**config.mk**
```make
export PLATFORM = sky130hd
export DESIGN_NAME = eiv_top
export DESIGN_NICKNAME = d
export VERILOG_FILES = /design/src/core/eiv_pkg.sv /design/src/core/eiv_sync.sv /design/src/core/eiv_top.sv
export VERILOG_INCLUDE_DIRS = /design/src /design/src/core
export SDC_FILE = /design/constraint.sdc
export NUM_CORES = 1
export LEC_CHECK = 0
export ABC_AREA = 1
export CELL_PAD_IN_SITES_DETAIL_PLACEMENT = 1
export CELL_PAD_IN_SITES_GLOBAL_PLACEMENT = 2
export CORE_ASPECT_RATIO = 0.8
export CORE_MARGIN = 4
export CORE_UTILIZATION = 37
export CTS_CLUSTER_DIAMETER = 150
export DETAILED_ROUTE_END_ITERATION = 7
export DONT_BUFFER_PORTS = 1
export PLACE_DENSITY_LB_ADDON = 0.1
export SYNTH_ARGS = -nofsm -noshare
export SYNTH_HDL_FRONTEND = slang
export SYNTH_SLANG_ARGS = --single-unit
```
**constraint.sdc**
```tcl
create_clock -name clk_in -period 3.5 [get_ports clk_in]
set_input_delay 0.35 -clock clk_in [delete_from_list [all_inputs] [get_ports clk_in]]
set_output_delay 0.35 -clock clk_in [all_outputs]
set_load 0.01 [all_outputs]
```
**src/core/eiv_map.svh**
```systemverilog
// Purpose: Register map, field positions and vector numbers of the
//          external interrupt and vector logic.
// Assumes: Included by its bare name wherever a constant is needed.
// Notes:   Definitions only, no logic.
`ifndef EIV_MAP_SVH
`define EIV_MAP_SVH

// ======================================================================
// Register offsets
`define EIV_OFS_SENSE      6'h35
`define EIV_OFS_MASK       6'h3B
`define EIV_OFS_FLAG       6'h3A
`define EIV_OFS_TMASK_LO   6'h12
`define EIV_OFS_TMASK_HI   6'h13
`define EIV_OFS_STATUS     6'h14

// ======================================================================
// Field positions
`define EIV_SENSE_HI       1
`define EIV_SENSE_LO       0
`define EIV_MASK_EXT       6
`define EIV_MASK_GRP1      5
`define EIV_MASK_GRP0      4
`define EIV_FLAG_EXT       6
`define EIV_FLAG_GRP1      1
`define EIV_FLAG_GRP0      0
`define EIV_STAT_PIN       7
`define EIV_STAT_REQ       5
`define EIV_STAT_VEC_HI    4
`define EIV_TMASK_HI_W     4

// ======================================================================
// Reset values
`define EIV_RST_BYTE       8'h00
`define EIV_RST_SENSE      2'h0
`define EIV_RST_NIBBLE     4'h0
`define EIV_RST_VEC        5'h00

// ======================================================================
// Vector numbers (program word addresses) and source counts
`define EIV_VEC_RESET      5'h00
`define EIV_VEC_EXT        5'h01
`define EIV_VEC_GRP0       5'h02
`define EIV_VEC_GRP1       5'h03
`define EIV_VEC_FIRST_PER  5'h04
`define EIV_VEC_LAST_PER   5'h1D
`define EIV_NUM_PER        26
`define EIV_NUM_VEC        30
`define EIV_NUM_PINS       12
`define EIV_GRP0_HI        7
`define EIV_GRP1_LO        8

`endif

```
**src/core/eiv_pkg.sv**
```systemverilog
// Purpose: Types shared by the external interrupt and vector logic.
// Assumes: Constants come from eiv_map.svh.
// Notes:   Sense modes are listed in field-code order.
package eiv_pkg;

  // ====================================================================
  // Sense mode of the external pin, in field order 00, 01, 10, 11.
  typedef enum logic [1:0] {
    SENSE_LOW,
    SENSE_ANY,
    SENSE_FALL,
    SENSE_RISE
  } eiv_sense_type;

  // ====================================================================
  // One register bus request.
  typedef struct packed {
    logic [5:0] addr;
    logic [7:0] wdata;
    logic       wr;
    logic       rd;
  } eiv_bus_type;

  // ====================================================================
  // Request presented to the processor core.
  typedef struct packed {
    logic       req;
    logic [4:0] vector;
  } eiv_irq_type;

endpackage

```
**src/core/eiv_sync.sv**
```systemverilog
// Purpose: Three-stage input synchroniser with agreement filter.
// Assumes: Inputs are asynchronous to clk_in.
// Notes:   The first stage feeds only the second stage.
`timescale 1ns/1ps

module eiv_sync #(
  parameter int WIDTH = 1
) (
  // Clock and reset.
  input  wire logic             clk_in,
  input  wire logic             srst_in,
  // Asynchronous inputs and their filtered value.
  input  wire logic [WIDTH-1:0] async_in,
  output logic      [WIDTH-1:0] level_out
);

  logic [WIDTH-1:0] s1_q;
  logic [WIDTH-1:0] s2_q;
  logic [WIDTH-1:0] s3_q;

  // Shift chain; a bit changes once the second and third stages agree.
  always_ff @(posedge clk_in) begin
    if (srst_in) begin
      s1_q      <= '0;
      s2_q      <= '0;
      s3_q      <= '0;
      level_out <= '0;
    end else begin
      s1_q <= async_in;
      s2_q <= s1_q;
      s3_q <= s2_q;
      for (int i = 0; i < WIDTH; i++) begin
        if (s2_q[i] == s3_q[i]) begin
          level_out[i] <= s3_q[i];
        end
      end
    end
  end

endmodule

```
**src/core/eiv_top.sv**
```systemverilog
// Purpose: External pin and pin toggle interrupt detection, flag and mask
//          registers, and vector selection toward the processor core.
// Assumes: One 25 MHz clock; the I/O clock of the part is modelled by the
//          io_clk_run_in level, the sleep-time detectors keep running.
// Notes:   Register reads answer one cycle after the read strobe.
//
// Added by the designer: the register offsets and strobed register access.
`timescale 1ns/1ps
`include "eiv_map.svh"

module eiv_top
  import eiv_pkg::*;
(
  // Clock and reset.
  input  wire logic                     clk_in,
  input  wire logic                     srst_in,
  // Register port.
  input  wire logic [5:0]               reg_addr_in,
  input  wire logic [7:0]               reg_wdata_in,
  input  wire logic                     reg_wr_in,
  input  wire logic                     reg_rd_in,
  output logic      [7:0]               reg_rdata_out,
  // Pad inputs, read whatever the pin direction.
  input  wire logic                     ext_irq_pin_in,
  input  wire logic [`EIV_NUM_PINS-1:0] pin_toggle_input_in,
  // Core state and other interrupt sources.
  input  wire logic                     global_irq_enable_in,
  input  wire logic                     io_clk_run_in,
  input  wire logic [`EIV_NUM_PER-1:0]  periph_irq_in,
  // Request, acknowledge and wake toward the core.
  output logic                          irq_req_out,
  output logic      [4:0]               irq_vector_out,
  input  wire logic                     irq_ack_in,
  output logic      [4:0]               reset_vector_out,
  output logic                          wake_out
);

  // ======================================================================
  // Declarations
  eiv_bus_type                bus;
  eiv_irq_type                irq_d;
  eiv_sense_type              sense;
  logic [1:0]                 sense_q;
  logic                       ext_en_q;
  logic                       grp1_en_q;
  logic                       grp0_en_q;
  logic                       ext_flag_q;
  logic                       grp1_flag_q;
  logic                       grp0_flag_q;
  logic [7:0]                 tmask_lo_q;
  logic [`EIV_TMASK_HI_W-1:0] tmask_hi_q;
  logic [`EIV_NUM_PINS:0]     pins_sync;
  logic                       ext_pin;
  logic [`EIV_NUM_PINS-1:0]   tog_pins;
  logic                       ext_prev_q;
  logic [`EIV_NUM_PINS-1:0]   tog_prev_q;
  logic                       ext_event;
  logic [`EIV_NUM_PINS-1:0]   tog_changed;
  logic                       grp0_event;
  logic                       grp1_event;
  logic                       level_active;
  logic [`EIV_NUM_VEC-1:0]    pending;
  logic                       ack_ext;
  logic                       ack_grp0;
  logic                       ack_grp1;
  logic                       w1c_ext;
  logic                       w1c_grp0;
  logic                       w1c_grp1;
  logic                       wr_flag;

  // ======================================================================
  // Register port request gathered into one carrier.
  assign bus.addr  = reg_addr_in;
  assign bus.wdata = reg_wdata_in;
  assign bus.wr    = reg_wr_in;
  assign bus.rd    = reg_rd_in;

  // Decode of the sense field into the mode enumeration.
  assign sense = eiv_sense_type'(sense_q);

  // ======================================================================
  // Pad synchronisers
  // The external pin and the twelve toggle inputs share one synchroniser
  // block; the pad value is taken whatever the pin direction, so software
  // driving the pin as an output still raises the request.
  eiv_sync #(
    .WIDTH (`EIV_NUM_PINS + 1)
  ) u_sync (
    .clk_in    (clk_in),
    .srst_in   (srst_in),
    .async_in  ({ext_irq_pin_in, pin_toggle_input_in}),
    .level_out (pins_sync)
  );

  assign ext_pin  = pins_sync[`EIV_NUM_PINS];
  assign tog_pins = pins_sync[`EIV_NUM_PINS-1:0];

  // ======================================================================
  // External pin edge detection
  // The previous sample only advances while the I/O clock runs, so an
  // edge during sleep is seen once the clock restarts if the pin keeps its new level.
  always_ff @(posedge clk_in) begin
    if (srst_in) begin
      ext_prev_q <= 1'b0;
    end else if (io_clk_run_in) begin
      ext_prev_q <= ext_pin;
    end
  end

  // Edge classification by the selected sense mode.
  always_comb begin
    ext_event = 1'b0;
    if (io_clk_run_in) begin
      case (sense)
        SENSE_ANY:  ext_event = ext_pin ^ ext_prev_q;
        SENSE_FALL: ext_event = ext_prev_q & ~ext_pin;
        SENSE_RISE: ext_event = ~ext_prev_q & ext_pin;
        SENSE_LOW:  ext_event = 1'b0;
        default:    ext_event = 1'b0;
      endcase
    end
  end

  // Low level request is a plain level, taken without the I/O clock; it
  // vanishes with the level, so a level gone before wake-up gives nothing.
  assign level_active = (sense == SENSE_LOW) & ~ext_pin;

  // ======================================================================
  // Pin toggle detection
  // Toggle detection runs whether or not the I/O clock is running, since
  // it must be able to wake the part.
  always_ff @(posedge clk_in) begin
    if (srst_in) begin
      tog_prev_q <= '0;
    end else begin
      tog_prev_q <= tog_pins;
    end
  end

  // Only pins whose own mask bit is set can report a change.
  assign tog_changed = (tog_pins ^ tog_prev_q) &
                       {tmask_hi_q, tmask_lo_q};
  assign grp0_event  = |tog_changed[`EIV_GRP0_HI:0];
  assign grp1_event  = |tog_changed[`EIV_NUM_PINS-1:`EIV_GRP1_LO];

  // ======================================================================
  // Flag clear sources
  // Acknowledge of the presented vector clears its flag; a write of one
  // to a flag bit clears it too.
  assign wr_flag  = bus.wr & (bus.addr == `EIV_OFS_FLAG);
  assign ack_ext  = irq_ack_in & irq_req_out &
                    (irq_vector_out == `EIV_VEC_EXT);
  assign ack_grp0 = irq_ack_in & irq_req_out &
                    (irq_vector_out == `EIV_VEC_GRP0);
  assign ack_grp1 = irq_ack_in & irq_req_out &
                    (irq_vector_out == `EIV_VEC_GRP1);
  assign w1c_ext  = wr_flag & bus.wdata[`EIV_FLAG_EXT];
  assign w1c_grp0 = wr_flag & bus.wdata[`EIV_FLAG_GRP0];
  assign w1c_grp1 = wr_flag & bus.wdata[`EIV_FLAG_GRP1];

  // ======================================================================
  // External interrupt flag
  // A new edge in the same cycle as a clear wins; in level mode the flag
  // is held clear throughout.
  always_ff @(posedge clk_in) begin
    if (srst_in) begin
      ext_flag_q <= 1'b0;
    end else if (sense == SENSE_LOW) begin
      ext_flag_q <= 1'b0;
    end else if (ext_event) begin
      ext_flag_q <= 1'b1;
    end else if (ack_ext || w1c_ext) begin
      ext_flag_q <= 1'b0;
    end
  end

  // ======================================================================
  // Toggle group flags
  // Set on any masked change of the group, set winning over clear.
  always_ff @(posedge clk_in) begin
    if (srst_in) begin
      grp0_flag_q <= 1'b0;
    end else if (grp0_event) begin
      grp0_flag_q <= 1'b1;
    end else if (ack_grp0 || w1c_grp0) begin
      grp0_flag_q <= 1'b0;
    end
  end

  // Upper group flag.
  always_ff @(posedge clk_in) begin
    if (srst_in) begin
      grp1_flag_q <= 1'b0;
    end else if (grp1_event) begin
      grp1_flag_q <= 1'b1;
    end else if (ack_grp1 || w1c_grp1) begin
      grp1_flag_q <= 1'b0;
    end
  end

  // ======================================================================
  // Control registers
  // Sense field, source enables and pin masks; only the defined bits are
  // stored, the others read as zero.
  always_ff @(posedge clk_in) begin
    if (srst_in) begin
      sense_q    <= `EIV_RST_SENSE;
      ext_en_q   <= 1'b0;
      grp1_en_q  <= 1'b0;
      grp0_en_q  <= 1'b0;
      tmask_lo_q <= `EIV_RST_BYTE;
      tmask_hi_q <= `EIV_RST_NIBBLE;
    end else if (bus.wr) begin
      case (bus.addr)
        `EIV_OFS_SENSE: begin
          sense_q <= bus.wdata[`EIV_SENSE_HI:`EIV_SENSE_LO];
        end
        `EIV_OFS_MASK: begin
          ext_en_q  <= bus.wdata[`EIV_MASK_EXT];
          grp1_en_q <= bus.wdata[`EIV_MASK_GRP1];
          grp0_en_q <= bus.wdata[`EIV_MASK_GRP0];
        end
        `EIV_OFS_TMASK_LO: begin
          tmask_lo_q <= bus.wdata;
        end
        `EIV_OFS_TMASK_HI: begin
          tmask_hi_q <= bus.wdata[`EIV_TMASK_HI_W-1:0];
        end
        default: begin
          sense_q <= sense_q;
        end
      endcase
    end
  end

  // ======================================================================
  // Pending requests
  // Each slot is indexed by its vector number; slot zero is the reset
  // vector and never requests. All sources need the global enable.
  always_comb begin
    pending = '0;
    pending[`EIV_VEC_EXT] = global_irq_enable_in & ext_en_q &
                            (level_active | ext_flag_q);
    pending[`EIV_VEC_GRP0] = global_irq_enable_in & grp0_en_q &
                             grp0_flag_q;
    pending[`EIV_VEC_GRP1] = global_irq_enable_in & grp1_en_q &
                             grp1_flag_q;
    for (int i = 0; i < `EIV_NUM_PER; i++) begin
      pending[int'(`EIV_VEC_FIRST_PER) + i] =
        global_irq_enable_in & periph_irq_in[i];
    end
  end

  // Lowest pending vector number wins; the loop runs downward so that the
  // last assignment made is the lowest slot.
  always_comb begin
    irq_d.req    = 1'b0;
    irq_d.vector = `EIV_RST_VEC;
    for (int i = `EIV_NUM_VEC - 1; i > 0; i--) begin
      if (pending[i]) begin
        irq_d.req    = 1'b1;
        irq_d.vector = 5'(i);
      end
    end
  end

  // ======================================================================
  // Core-facing outputs
  // The presented request is dropped for one cycle after an acknowledge so
  // the cleared flag is not offered a second time.
  always_ff @(posedge clk_in) begin
    if (srst_in) begin
      irq_req_out    <= 1'b0;
      irq_vector_out <= `EIV_RST_VEC;
    end else if (irq_ack_in && irq_req_out) begin
      irq_req_out    <= 1'b0;
      irq_vector_out <= `EIV_RST_VEC;
    end else begin
      irq_req_out    <= irq_d.req;
      irq_vector_out <= irq_d.vector;
    end
  end

  // Reset vector is a constant word address.
  always_ff @(posedge clk_in) begin
    if (srst_in) begin
      reset_vector_out <= `EIV_VEC_RESET;
    end else begin
      reset_vector_out <= `EIV_VEC_RESET;
    end
  end

  // Wake request: low level or a masked toggle of an enabled group, with
  // no need of the I/O clock or the global enable.
  always_ff @(posedge clk_in) begin
    if (srst_in) begin
      wake_out <= 1'b0;
    end else begin
      wake_out <= (ext_en_q & level_active) |
                  (grp0_en_q & (grp0_event | grp0_flag_q)) |
                  (grp1_en_q & (grp1_event | grp1_flag_q));
    end
  end

  // ======================================================================
  // Register read
  // Read data stand in the cycle after the strobe only; unmapped offsets
  // and idle cycles return zero.
  always_ff @(posedge clk_in) begin
    if (srst_in) begin
      reg_rdata_out <= `EIV_RST_BYTE;
    end else begin
      reg_rdata_out <= `EIV_RST_BYTE;
      if (bus.rd) begin
        case (bus.addr)
          `EIV_OFS_SENSE: begin
            reg_rdata_out[`EIV_SENSE_HI:`EIV_SENSE_LO] <= sense_q;
          end
          `EIV_OFS_MASK: begin
            reg_rdata_out[`EIV_MASK_EXT]  <= ext_en_q;
            reg_rdata_out[`EIV_MASK_GRP1] <= grp1_en_q;
            reg_rdata_out[`EIV_MASK_GRP0] <= grp0_en_q;
          end
          `EIV_OFS_FLAG: begin
            reg_rdata_out[`EIV_FLAG_EXT]  <= ext_flag_q;
            reg_rdata_out[`EIV_FLAG_GRP1] <= grp1_flag_q;
            reg_rdata_out[`EIV_FLAG_GRP0] <= grp0_flag_q;
          end
          `EIV_OFS_TMASK_LO: begin
            reg_rdata_out <= tmask_lo_q;
          end
          `EIV_OFS_TMASK_HI: begin
            reg_rdata_out[`EIV_TMASK_HI_W-1:0] <= tmask_hi_q;
          end
          `EIV_OFS_STATUS: begin
            reg_rdata_out[`EIV_STAT_PIN]         <= ext_pin;
            reg_rdata_out[`EIV_STAT_REQ]         <= irq_req_out;
            reg_rdata_out[`EIV_STAT_VEC_HI:0]    <= irq_vector_out;
          end
          default: begin
            reg_rdata_out <= `EIV_RST_BYTE;
          end
        endcase
      end
    end
  end

endmodule

```
==> flow_summary.html, run 1 <==
<table>
<tr><th>Metric</th><th>Value</th></tr>
<tr><th colspan="2">Power and ir drop</th></tr>
<tr><td>Switching power of the nets</td><td>514 uW</td></tr>
<tr><td>Cell Int Power</td><td>1760 uW</td></tr>
<tr><td>Switching share of power</td><td>0.226</td></tr>
<tr><td>Worst vdd ir</td><td>250 uV</td></tr>
<tr><td>Power share of the clock group</td><td>0.434</td></tr>
<tr><td>Power per unit of standard cell area</td><td>515 nW/um2</td></tr>
<tr><td>Sequential group share of total power</td><td>0.520</td></tr>
<tr><td>Static leakage power</td><td>0.00189 uW</td></tr>
<tr><td>Power share of the combinational group</td><td>0.046</td></tr>
<tr><th colspan="2">Floorplan</th></tr>
<tr><td>Starting density of the core</td><td>0.386</td></tr>
<tr><td>Area enclosed by the die boundary</td><td>12600 um2</td></tr>
<tr><td>Die boundary width</td><td>125 um</td></tr>
<tr><td>Total I/O pin count</td><td>80</td></tr>
<tr><td>Placeable core region</td><td>10400 um2</td></tr>
<tr><td>Die height</td><td>101 um</td></tr>
<tr><td>Number of standard-cell rows in the floorplan</td><td>33</td></tr>
<tr><th colspan="2">Setup path</th></tr>
<tr><td>Highest-delay cell along the critical path</td><td>sky130_fd_sc_hd__a21oi_2</td></tr>
<tr><td>Worst R2R Path Depth</td><td>5</td></tr>
<tr><td>End of the worst register-to-register path</td><td>ext_flag_q$_SDFFE_PP0P_</td></tr>
<tr><td>Data arrival time of the critical path</td><td>1.80 ns</td></tr>
<tr><td>Type of element capturing the critical path</td><td>register</td></tr>
<tr><td>Critical path's largest stage delay</td><td>0.10 ns</td></tr>
<tr><td>Crit Path Max Fanout</td><td>2</td></tr>
<tr><td>Worst r2r src</td><td>u_sync.level_out[12]$_SDFFE_PP0N_</td></tr>
<tr><td>Most prevalent standard cell on the critical path</td><td>sky130_fd_sc_hd__nand2_1</td></tr>
<tr><td>Kind of start point of the critical path</td><td>input pin</td></tr>
<tr><td>WP data required</td><td>3.78 ns</td></tr>
<tr><td>Critical setup path kind</td><td>input pin to register</td></tr>
<tr><td>Worst reg2reg setup slack</td><td>2.03 ns</td></tr>
<tr><th colspan="2">Clock tree</th></tr>
<tr><td>Inserted Clock Buffers</td><td>9</td></tr>
<tr><td>CTS root buffer</td><td>sky130_fd_sc_hd__clkbuf_16</td></tr>
<tr><td>Hold buffer count at CTS</td><td>0</td></tr>
<tr><td>Clock tree from TritonCTS</td><td>done</td></tr>
<tr><td>Clock-pin slew on the worst setup and hold paths</td><td>0.07 ns</td></tr>
<tr><td>Clock buffer depth</td><td>2</td></tr>
<tr><td>Clk_lat worst skew</td><td>0.34 ns</td></tr>
<tr><td>Post-CTS Resized</td><td>0</td></tr>
<tr><td>Maximum level of the CTS H-tree</td><td>3</td></tr>
<tr><td>Clock sink count</td><td>100</td></tr>
<tr><td>Number of buffers inserted to repair setup after CTS</td><td>0</td></tr>
<tr><th colspan="2">Worst hold path</th></tr>
<tr><td>Class of the tightest hold or removal check</td><td>input pin to register</td></tr>
<tr><td>Number of cells on the worst hold path</td><td>1</td></tr>
<tr><td>End point of the worst hold path</td><td>wake_out$_SDFF_PP0_</td></tr>
<tr><td>Hold path start</td><td>srst_in</td></tr>
<tr><th colspan="2">Detailed routing</th></tr>
<tr><td>Number of design rule violations left after detail routing</td><td>0</td></tr>
<tr><td>WL/cell</td><td>13.7 um</td></tr>
<tr><td>Total Routed Length</td><td>9590 um</td></tr>
<tr><td>Initial DRT Pass Iterations</td><td>4</td></tr>
<tr><td>Antenna violation net count after detailed routing</td><td>0</td></tr>
<tr><td>Via density per instance</td><td>4.65</td></tr>
<tr><td>DR vias</td><td>3256</td></tr>
<tr><td>DRC violation total after the first TritonRoute iteration</td><td>129</td></tr>
<tr><th colspan="2">Yosys</th></tr>
<tr><td>Predominant post-synthesis flop cell</td><td>sky130_fd_sc_hd__dfxtp_1</td></tr>
<tr><td>Mean instance size in the synthesized netlist</td><td>7.23 um2</td></tr>
<tr><td>Number of flip-flops and latches in the synthesized netlist</td><td>100</td></tr>
<tr><td>Post-synth EDFFs</td><td>0</td></tr>
<tr><td>Largest cells by area after synthesis</td><td>sky130_fd_sc_hd__dfxtp_1, sky130_fd_sc_hd__nor2_1, sky130_fd_sc_hd__nand2_1</td></tr>
<tr><td>Cell count after synthesis</td><td>557</td></tr>
<tr><td>Post-synth ARST share</td><td>0</td></tr>
<tr><td>Number of unique standard cell types used by synthesis</td><td>33</td></tr>
<tr><td>Cell type with the highest aggregate area in the netlist</td><td>sky130_fd_sc_hd__dfxtp_1</td></tr>
<tr><td>Portion of the post-synthesis area used by sequential elements</td><td>0.497</td></tr>
<tr><td>Top cell type's share of synthesized area</td><td>0.497</td></tr>
<tr><td>Total standard cell area after synthesis</td><td>4030 um2</td></tr>
<tr><td>Yosys synthesis warning count</td><td>0</td></tr>
<tr><th colspan="2">Final layout</th></tr>
<tr><td>Final net count</td><td>617</td></tr>
<tr><td>Fraction of final layout cells with drive strength greater than 1</td><td>0.0625</td></tr>
<tr><td>Ant. Diodes</td><td>0</td></tr>
<tr><td>Layout overhead on the synthesized area</td><td>9.44%</td></tr>
<tr><th colspan="2">Timing</th></tr>
<tr><td>RSZ-0062 raised after global routing</td><td>false</td></tr>
<tr><td>Clk_skew</td><td>0.00954 ns</td></tr>
<tr><td>Final period demand of the worst path</td><td>1.53 ns</td></tr>
<tr><td>Final Cycle Share</td><td>0.436</td></tr>
<tr><td>Final setup viols</td><td>0</td></tr>
<tr><td>Maximum frequency from static timing analysis</td><td>0.655 GHz</td></tr>
<tr><td>Min Hold Slack</td><td>0.0762 ns</td></tr>
<tr><td>Slew of the pin with the lowest slew margin</td><td>0.761 ns</td></tr>
<tr><td>Post-Route Setup TNS</td><td>0 ns</td></tr>
<tr><td>Number of max-slew violations in the final report</td><td>0</td></tr>
<tr><td>Relative slew margins</td><td>0.488</td></tr>
<tr><td>Number of endpoints with negative hold slack in the final report</td><td>0</td></tr>
<tr><th colspan="2">Place</th></tr>
<tr><td>HPWL reported at the end of detailed placement</td><td>7360 um</td></tr>
<tr><td>Routability cong.</td><td>0.805</td></tr>
<tr><td>Number of I/O port buffers</td><td>0</td></tr>
<tr><th colspan="2">Global routing</th></tr>
<tr><td>Via count of the first global-routing pass</td><td>3328</td></tr>
<tr><td>Total overflow reported by the global router</td><td>0</td></tr>
<tr><td>Number of antenna violations at the first check in global routing</td><td>0</td></tr>
<tr><td>All-Layer GR Usage</td><td>0.156</td></tr>
<tr><td>First-pass GRT wire length</td><td>16000 um</td></tr>
<tr><td>Largest net degree at the start of global routing</td><td>57</td></tr>
<tr><th colspan="2">Run status</th></tr>
<tr><td>Result of the run</td><td>complete, no violations</td></tr>
<tr><th colspan="2">Job</th></tr>
<tr><td>Number of max-cap violations</td><td>0</td></tr>
</table>
==> metrics by stage <==
stage | total power (uW) | area (um2) | cells | util | worst slack [ns]
floorplan | 1310 | 4040 | 561 | - | 1.79
global placement | 1310 | 4110 | 684 | 0.393 | 1.66
detailed placement | 1310 | 4110 | 684 | 0.393 | 1.61
CTS | 2310 | 4410 | 700 | 0.422 | 1.96
global route | 2370 | 4410 | 700 | 0.422 | 1.66
finish | 2270 | 4410 | 700 | 0.422 | 1.97
==> worst max-delay path, delay by kind of cell <==
kind / cells / cell delay [ns]
simple gates: 27 / 1.31
compound gates: 1 / 0.10
buf+inv: 1 / 0.03
==> worst max-delay path by stage <==
stage / startpoint / endpoint / depth (start not counted)
2_1_floorplan: global_irq_enable_in / irq_vector_out[0]$_SDFF_PP0_ / 26
3_3_place_gp: periph_irq_in[24] / irq_vector_out[0]$_SDFF_PP0_ / 29
3_5_place_dp: periph_irq_in[24] / irq_vector_out[0]$_SDFF_PP0_ / 29
4_1_cts: periph_irq_in[24] / irq_vector_out[0]$_SDFF_PP0_ / 29
5_1_grt: periph_irq_in[24] / irq_vector_out[0]$_SDFF_PP0_ / 29
6_report: periph_irq_in[24] / irq_vector_out[0]$_SDFF_PP0_ / 29
==> layout by cell type, fill, tap and decap left out, drive strengths merged, types with 4 or more instances in the layout <==
cell type	n
a21oi	36
a31oi	4
clkbuf	9
clkinv	4
conb	5
dfxtp	100
inv	93
nand2	102
nand3	14
nor2	124
nor3	5
o211ai	5
o21ai	36
==> cells in the mapped netlist (all sizes together) (2+ instances only) <==
cell     number
a31oi         4
buf           8
o22ai         3
nor3          5
clkbuf        9
xnor2         3
nand3        14
nor2        124
clkinv        2
a211oi        2
inv          92
dfxtp       100
o2111ai       2
xor2          2
ha            2
o211ai        5
nand2       102
a21oi        36
o21ai        36
==> flip-flops by register name (all words and copies together), names as in the netlist, 2 cells and up <==
name	flops
sense	2
u_sync.s1_q	13
reg_rdata_out	8
u_sync.s2_q	13
u_sync.level_out	13
u_sync.s3_q	13
irq_vector_out	5
tmask_hi_q	4
tmask_lo_q	8
tog_prev_q	12
==> logic make-up (layout without fill, tap and decap cells) <==
kind of cell	Yosys count	after routing	share of synthesized area
compound gates	91	91	0.125
xor+xnor	5	5	0.0109
fa+ha+maj	2	2	0.00621
buf+inv	111	110	0.115
flops	100	100	0.497
other cells	1	5	0.000931
simple gates	247	247	0.245
==> power groups by stage <==
stage,registers (uW),clock network (uW),logic [uW]
6_report,1180,985,105
3_3_place_gp,1210,0,102
3_5_place_dp,1210,0,107
2_1_floorplan,1200,0,108
5_1_grt,1180,1060,126
4_1_cts,1180,1020,107
==> final cells by class <==
class	instances	area, um2
Multi-Input combinational cell	350	1580
Sequential cell	100	2000
Tap cell	140	175
Fill cell	1323	6040
Clock inverter	7	75.1
Clock buffer	9	225
Inverter	94	353
==> routing by layer <==
layer | wire [um] | vias up | GRT usage
met5 | 0 | - | 0
met4 | 128 | 0 | 0.0413
met3 | 445 | 13 | 0.0416
met2 | 4210 | 65 | 0.260
met1 | 4800 | 1469 | 0.204
li1 | - | 1709 | -
No activity file was read; power rests on OpenSTA's default activity.
==> inputs of run 2 (changes only) <==
--- a/config.mk
+++ b/config.mk
@@ -11,7 +11,7 @@
 export CELL_PAD_IN_SITES_GLOBAL_PLACEMENT = 2
 export CORE_ASPECT_RATIO = 0.8
 export CORE_MARGIN = 4
-export CORE_UTILIZATION = 37
+export CORE_UTILIZATION = 35
 export CTS_CLUSTER_DIAMETER = 150
 export DETAILED_ROUTE_END_ITERATION = 7
 export DONT_BUFFER_PORTS = 1
==> constraint.sdc (replaced) <==
create_clock -name clk_in -period 1.49 [get_ports clk_in]
set_input_delay 0.149 -clock clk_in [delete_from_list [all_inputs] [get_ports clk_in]]
set_output_delay 0.149 -clock clk_in [all_outputs]
set_load 0.01 [all_outputs]
==> run 2 against run 1 <==
  * Power grew 140%
  * Global-route usage grew 0.094 points
  * Flip-flop and latch count is the same
  * Worst setup slack lost 1.9 ns
  * Register-to-register slack lost 1.9 ns
  * Critical path type is now register to register
==> flow_summary.html, run 2 (synthesis results as in run 1) <==
<table>
<tr><th>Metric</th><th>Value</th></tr>
<tr><th colspan="2">Global routing</th></tr>
<tr><td>Total overflow reported by the global router</td><td>0</td></tr>
<tr><td>Number of antenna violations at the first check in global routing</td><td>0</td></tr>
<tr><td>Largest net degree at the start of global routing</td><td>55</td></tr>
<tr><td>All-Layer GR Usage</td><td>0.157</td></tr>
<tr><td>First-pass GRT wire length</td><td>17000 um</td></tr>
<tr><td>Via count of the first global-routing pass</td><td>3503</td></tr>
<tr><th colspan="2">Floorplan</th></tr>
<tr><td>Die boundary width</td><td>128 um</td></tr>
<tr><td>Total I/O pin count</td><td>80</td></tr>
<tr><td>Placeable core region</td><td>11100 um2</td></tr>
<tr><td>Starting density of the core</td><td>0.364</td></tr>
<tr><td>Number of standard-cell rows in the floorplan</td><td>34</td></tr>
<tr><td>Area enclosed by the die boundary</td><td>13300 um2</td></tr>
<tr><td>Die height</td><td>104 um</td></tr>
<tr><th colspan="2">Job</th></tr>
<tr><td>Number of max-cap violations</td><td>0</td></tr>
<tr><th colspan="2">Clock tree</th></tr>
<tr><td>Clock buffer depth</td><td>2</td></tr>
<tr><td>Maximum level of the CTS H-tree</td><td>3</td></tr>
<tr><td>Clock-pin slew on the worst setup and hold paths</td><td>0.07 ns</td></tr>
<tr><td>Clock tree from TritonCTS</td><td>done</td></tr>
<tr><td>Clk_lat worst skew</td><td>0.34 ns</td></tr>
<tr><td>Clock sink count</td><td>100</td></tr>
<tr><td>CTS root buffer</td><td>sky130_fd_sc_hd__clkbuf_16</td></tr>
<tr><td>Inserted Clock Buffers</td><td>9</td></tr>
<tr><td>Number of buffers inserted to repair setup after CTS</td><td>0</td></tr>
<tr><th colspan="2">Final layout</th></tr>
<tr><td>Final net count</td><td>651</td></tr>
<tr><td>Layout Cell Area excl Fill</td><td>4760 um2</td></tr>
<tr><td>Ant. Diodes</td><td>0</td></tr>
<tr><td>Fraction of final layout cells with drive strength greater than 1</td><td>0.0875</td></tr>
<tr><td>Most frequent standard cell in the layout excluding fill and tap cells</td><td>sky130_fd_sc_hd__nor2_1</td></tr>
<tr><td>Highest-count cells in the layout ignoring fill and taps</td><td>sky130_fd_sc_hd__nor2_1, sky130_fd_sc_hd__dfxtp_1, sky130_fd_sc_hd__nand2_1</td></tr>
<tr><td>Layout overhead on the synthesized area</td><td>18.0%</td></tr>
<tr><th colspan="2">Timing</th></tr>
<tr><td>Number of endpoints with negative hold slack in the final report</td><td>0</td></tr>
<tr><td>Clk_skew</td><td>0.00876 ns</td></tr>
<tr><td>Final Cycle Share</td><td>0.941</td></tr>
<tr><td>Maximum frequency from static timing analysis</td><td>0.713 GHz</td></tr>
<tr><td>Min Hold Slack</td><td>0.00789 ns</td></tr>
<tr><td>Worst setup slack after layout</td><td>0.0882 ns</td></tr>
<tr><td>Final period demand of the worst path</td><td>1.40 ns</td></tr>
<tr><td>RSZ-0062 raised after global routing</td><td>true</td></tr>
<tr><td>Number of max-slew violations in the final report</td><td>0</td></tr>
<tr><td>Final setup viols</td><td>0</td></tr>
<tr><th colspan="2">Detailed routing</th></tr>
<tr><td>Total Routed Length</td><td>9960 um</td></tr>
<tr><td>DR vias</td><td>3416</td></tr>
<tr><td>Via density per instance</td><td>4.63</td></tr>
<tr><td>DRC violation total after the first TritonRoute iteration</td><td>151</td></tr>
<tr><td>Number of design rule violations left after detail routing</td><td>0</td></tr>
<tr><td>WL/cell</td><td>13.5 um</td></tr>
<tr><td>Initial DRT Pass Iterations</td><td>4</td></tr>
<tr><td>Antenna violation net count after detailed routing</td><td>0</td></tr>
<tr><th colspan="2">Setup path</th></tr>
<tr><td>Cell Chain, Critical Path</td><td>inv_1, a21oi_1, o21ai_0, o2111ai_1, a2111o_1, o21ai_1, a31oi_1</td></tr>
<tr><td>Worst R2R Path Depth</td><td>7</td></tr>
<tr><td>CP Depth</td><td>7</td></tr>
<tr><td>Largest delay share family, worst path</td><td>compound AO/OA/AOI/OAI gates</td></tr>
<tr><td>Highest-delay cell along the critical path</td><td>sky130_fd_sc_hd__a2111o_1</td></tr>
<tr><td>Data arrival time of the critical path</td><td>1.62 ns</td></tr>
<tr><td>Critical path's largest stage delay</td><td>0.35 ns</td></tr>
<tr><td>Critical setup path kind</td><td>register to register</td></tr>
<tr><td>Type of element capturing the critical path</td><td>register</td></tr>
<tr><td>Critical path launch point</td><td>tmask_lo_q[2]$_SDFFE_PP0P_</td></tr>
<tr><td>Worst reg2reg setup slack</td><td>0.09 ns</td></tr>
<tr><td>CP Buf/Inv Count</td><td>1</td></tr>
<tr><td>Worst r2r src</td><td>tmask_lo_q[2]$_SDFFE_PP0P_</td></tr>
<tr><td>End of the worst register-to-register path</td><td>wake_out$_SDFF_PP0_</td></tr>
<tr><td>Kind of start point of the critical path</td><td>register</td></tr>
<tr><td>Capture point of the critical path</td><td>wake_out$_SDFF_PP0_</td></tr>
<tr><td>Crit Path Max Fanout</td><td>3</td></tr>
<tr><td>WP data required</td><td>1.71 ns</td></tr>
<tr><th colspan="2">Power and ir drop</th></tr>
<tr><td>Static leakage power</td><td>0.00205 uW</td></tr>
<tr><td>Power share of the clock group</td><td>0.418</td></tr>
<tr><td>Worst vdd ir</td><td>585 uV</td></tr>
<tr><td>Power per unit of standard cell area</td><td>1130 nW/um2</td></tr>
<tr><td>Post-route total power</td><td>5360 uW</td></tr>
<tr><td>Sequential group share of total power</td><td>0.515</td></tr>
<tr><td>Switching power of the nets</td><td>1210 uW</td></tr>
<tr><td>Power share of the combinational group</td><td>0.066</td></tr>
<tr><td>Cell Int Power</td><td>4150 uW</td></tr>
<tr><td>Switching share of power</td><td>0.226</td></tr>
<tr><th colspan="2">Run status</th></tr>
<tr><td>Result of the run</td><td>complete, no violations</td></tr>
<tr><th colspan="2">Worst hold path</th></tr>
<tr><td>Hold path start</td><td>reg_wdata_in[5]</td></tr>
<tr><td>Class of the tightest hold or removal check</td><td>input pin to register</td></tr>
<tr><th colspan="2">Place</th></tr>
<tr><td>Setup Slack @ Placement</td><td>-0.178 ns</td></tr>
<tr><td>Number of I/O port buffers</td><td>0</td></tr>
<tr><td>Area post-placement</td><td>4200 um2</td></tr>
<tr><td>Routability cong.</td><td>0.808</td></tr>
<tr><td>HPWL reported at the end of detailed placement</td><td>7440 um</td></tr>
</table>
run 2: changes by cell type in the layout (fill, tap and decap cells not counted), moves of 2 or more:
cell / change
sky130_fd_sc_hd__dlygate4sd3_1: +22
sky130_fd_sc_hd__buf_4: +11
sky130_fd_sc_hd__clkbuf_8: +3
sky130_fd_sc_hd__inv_1: -2
run 2: worst min path at each step:
| stage | end | slack (ns) | cells after the start |
|---|---|---|---|
| after CTS | tmask_lo_q[5]$_SDFFE_PP0P_ | 0.001 | 2 |
| after global placement | grp1_flag_q$_SDFFE_PP0P_ | 0.23 | 1 |
| final | tmask_lo_q[5]$_SDFFE_PP0P_ | 0.008 | 2 |
| after floorplan | ext_prev_q$_SDFFE_PP0P_ | 0.24 | 1 |
| after detailed placement | grp1_flag_q$_SDFFE_PP0P_ | 0.23 | 1 |
| after global routing | tmask_lo_q[1]$_SDFFE_PP0P_ | 0.01 | 2 |
run 2: metal layers:
layer  wire [um]  vias to the layer above  GRT usage
met1        4870                     1564      0.214
met4         103                        0     0.0386
met5           0                        -          0
met2        4470                       69      0.246
met3         510                        9     0.0436
li1            -                     1774          -
run 2: cell type report:
type | instances | area (um2)
clock buffer | 13 | 270
clock inverter | 3 | 20.0
fill | 1382 | 6300
inverter | 94 | 358
multi-input combinational | 350 | 1590
sequential | 100 | 2000
tap | 144 | 180
timing repair buffer | 34 | 330
run 2: power groups by stage:
stage | logic (uW) | registers [uW] | clock network, uW
finish | 355 | 2760 | 2240
global placement | 269 | 2820 | 0
global route | 413 | 2770 | 2430
detailed placement | 276 | 2820 | 0
CTS | 360 | 2760 | 2320
floorplan | 254 | 2820 | 0
run 2: repair_timing:
action	CTS	global route
endpoints found under the setup margin	0	2
hold buffers	23	0
hold endpoints to repair	67	0
resized for setup	0	10
run 2: metrics by stage:
step             TNS, ns  utilization  std cells
3_3_place_gp      -0.149        0.379        699
2_1_floorplan  -0.000500            -        561
5_1_grt          -0.0841        0.430        738
3_5_place_dp      -0.178        0.379        699
6_report               0        0.430        738
4_1_cts                0        0.428        738
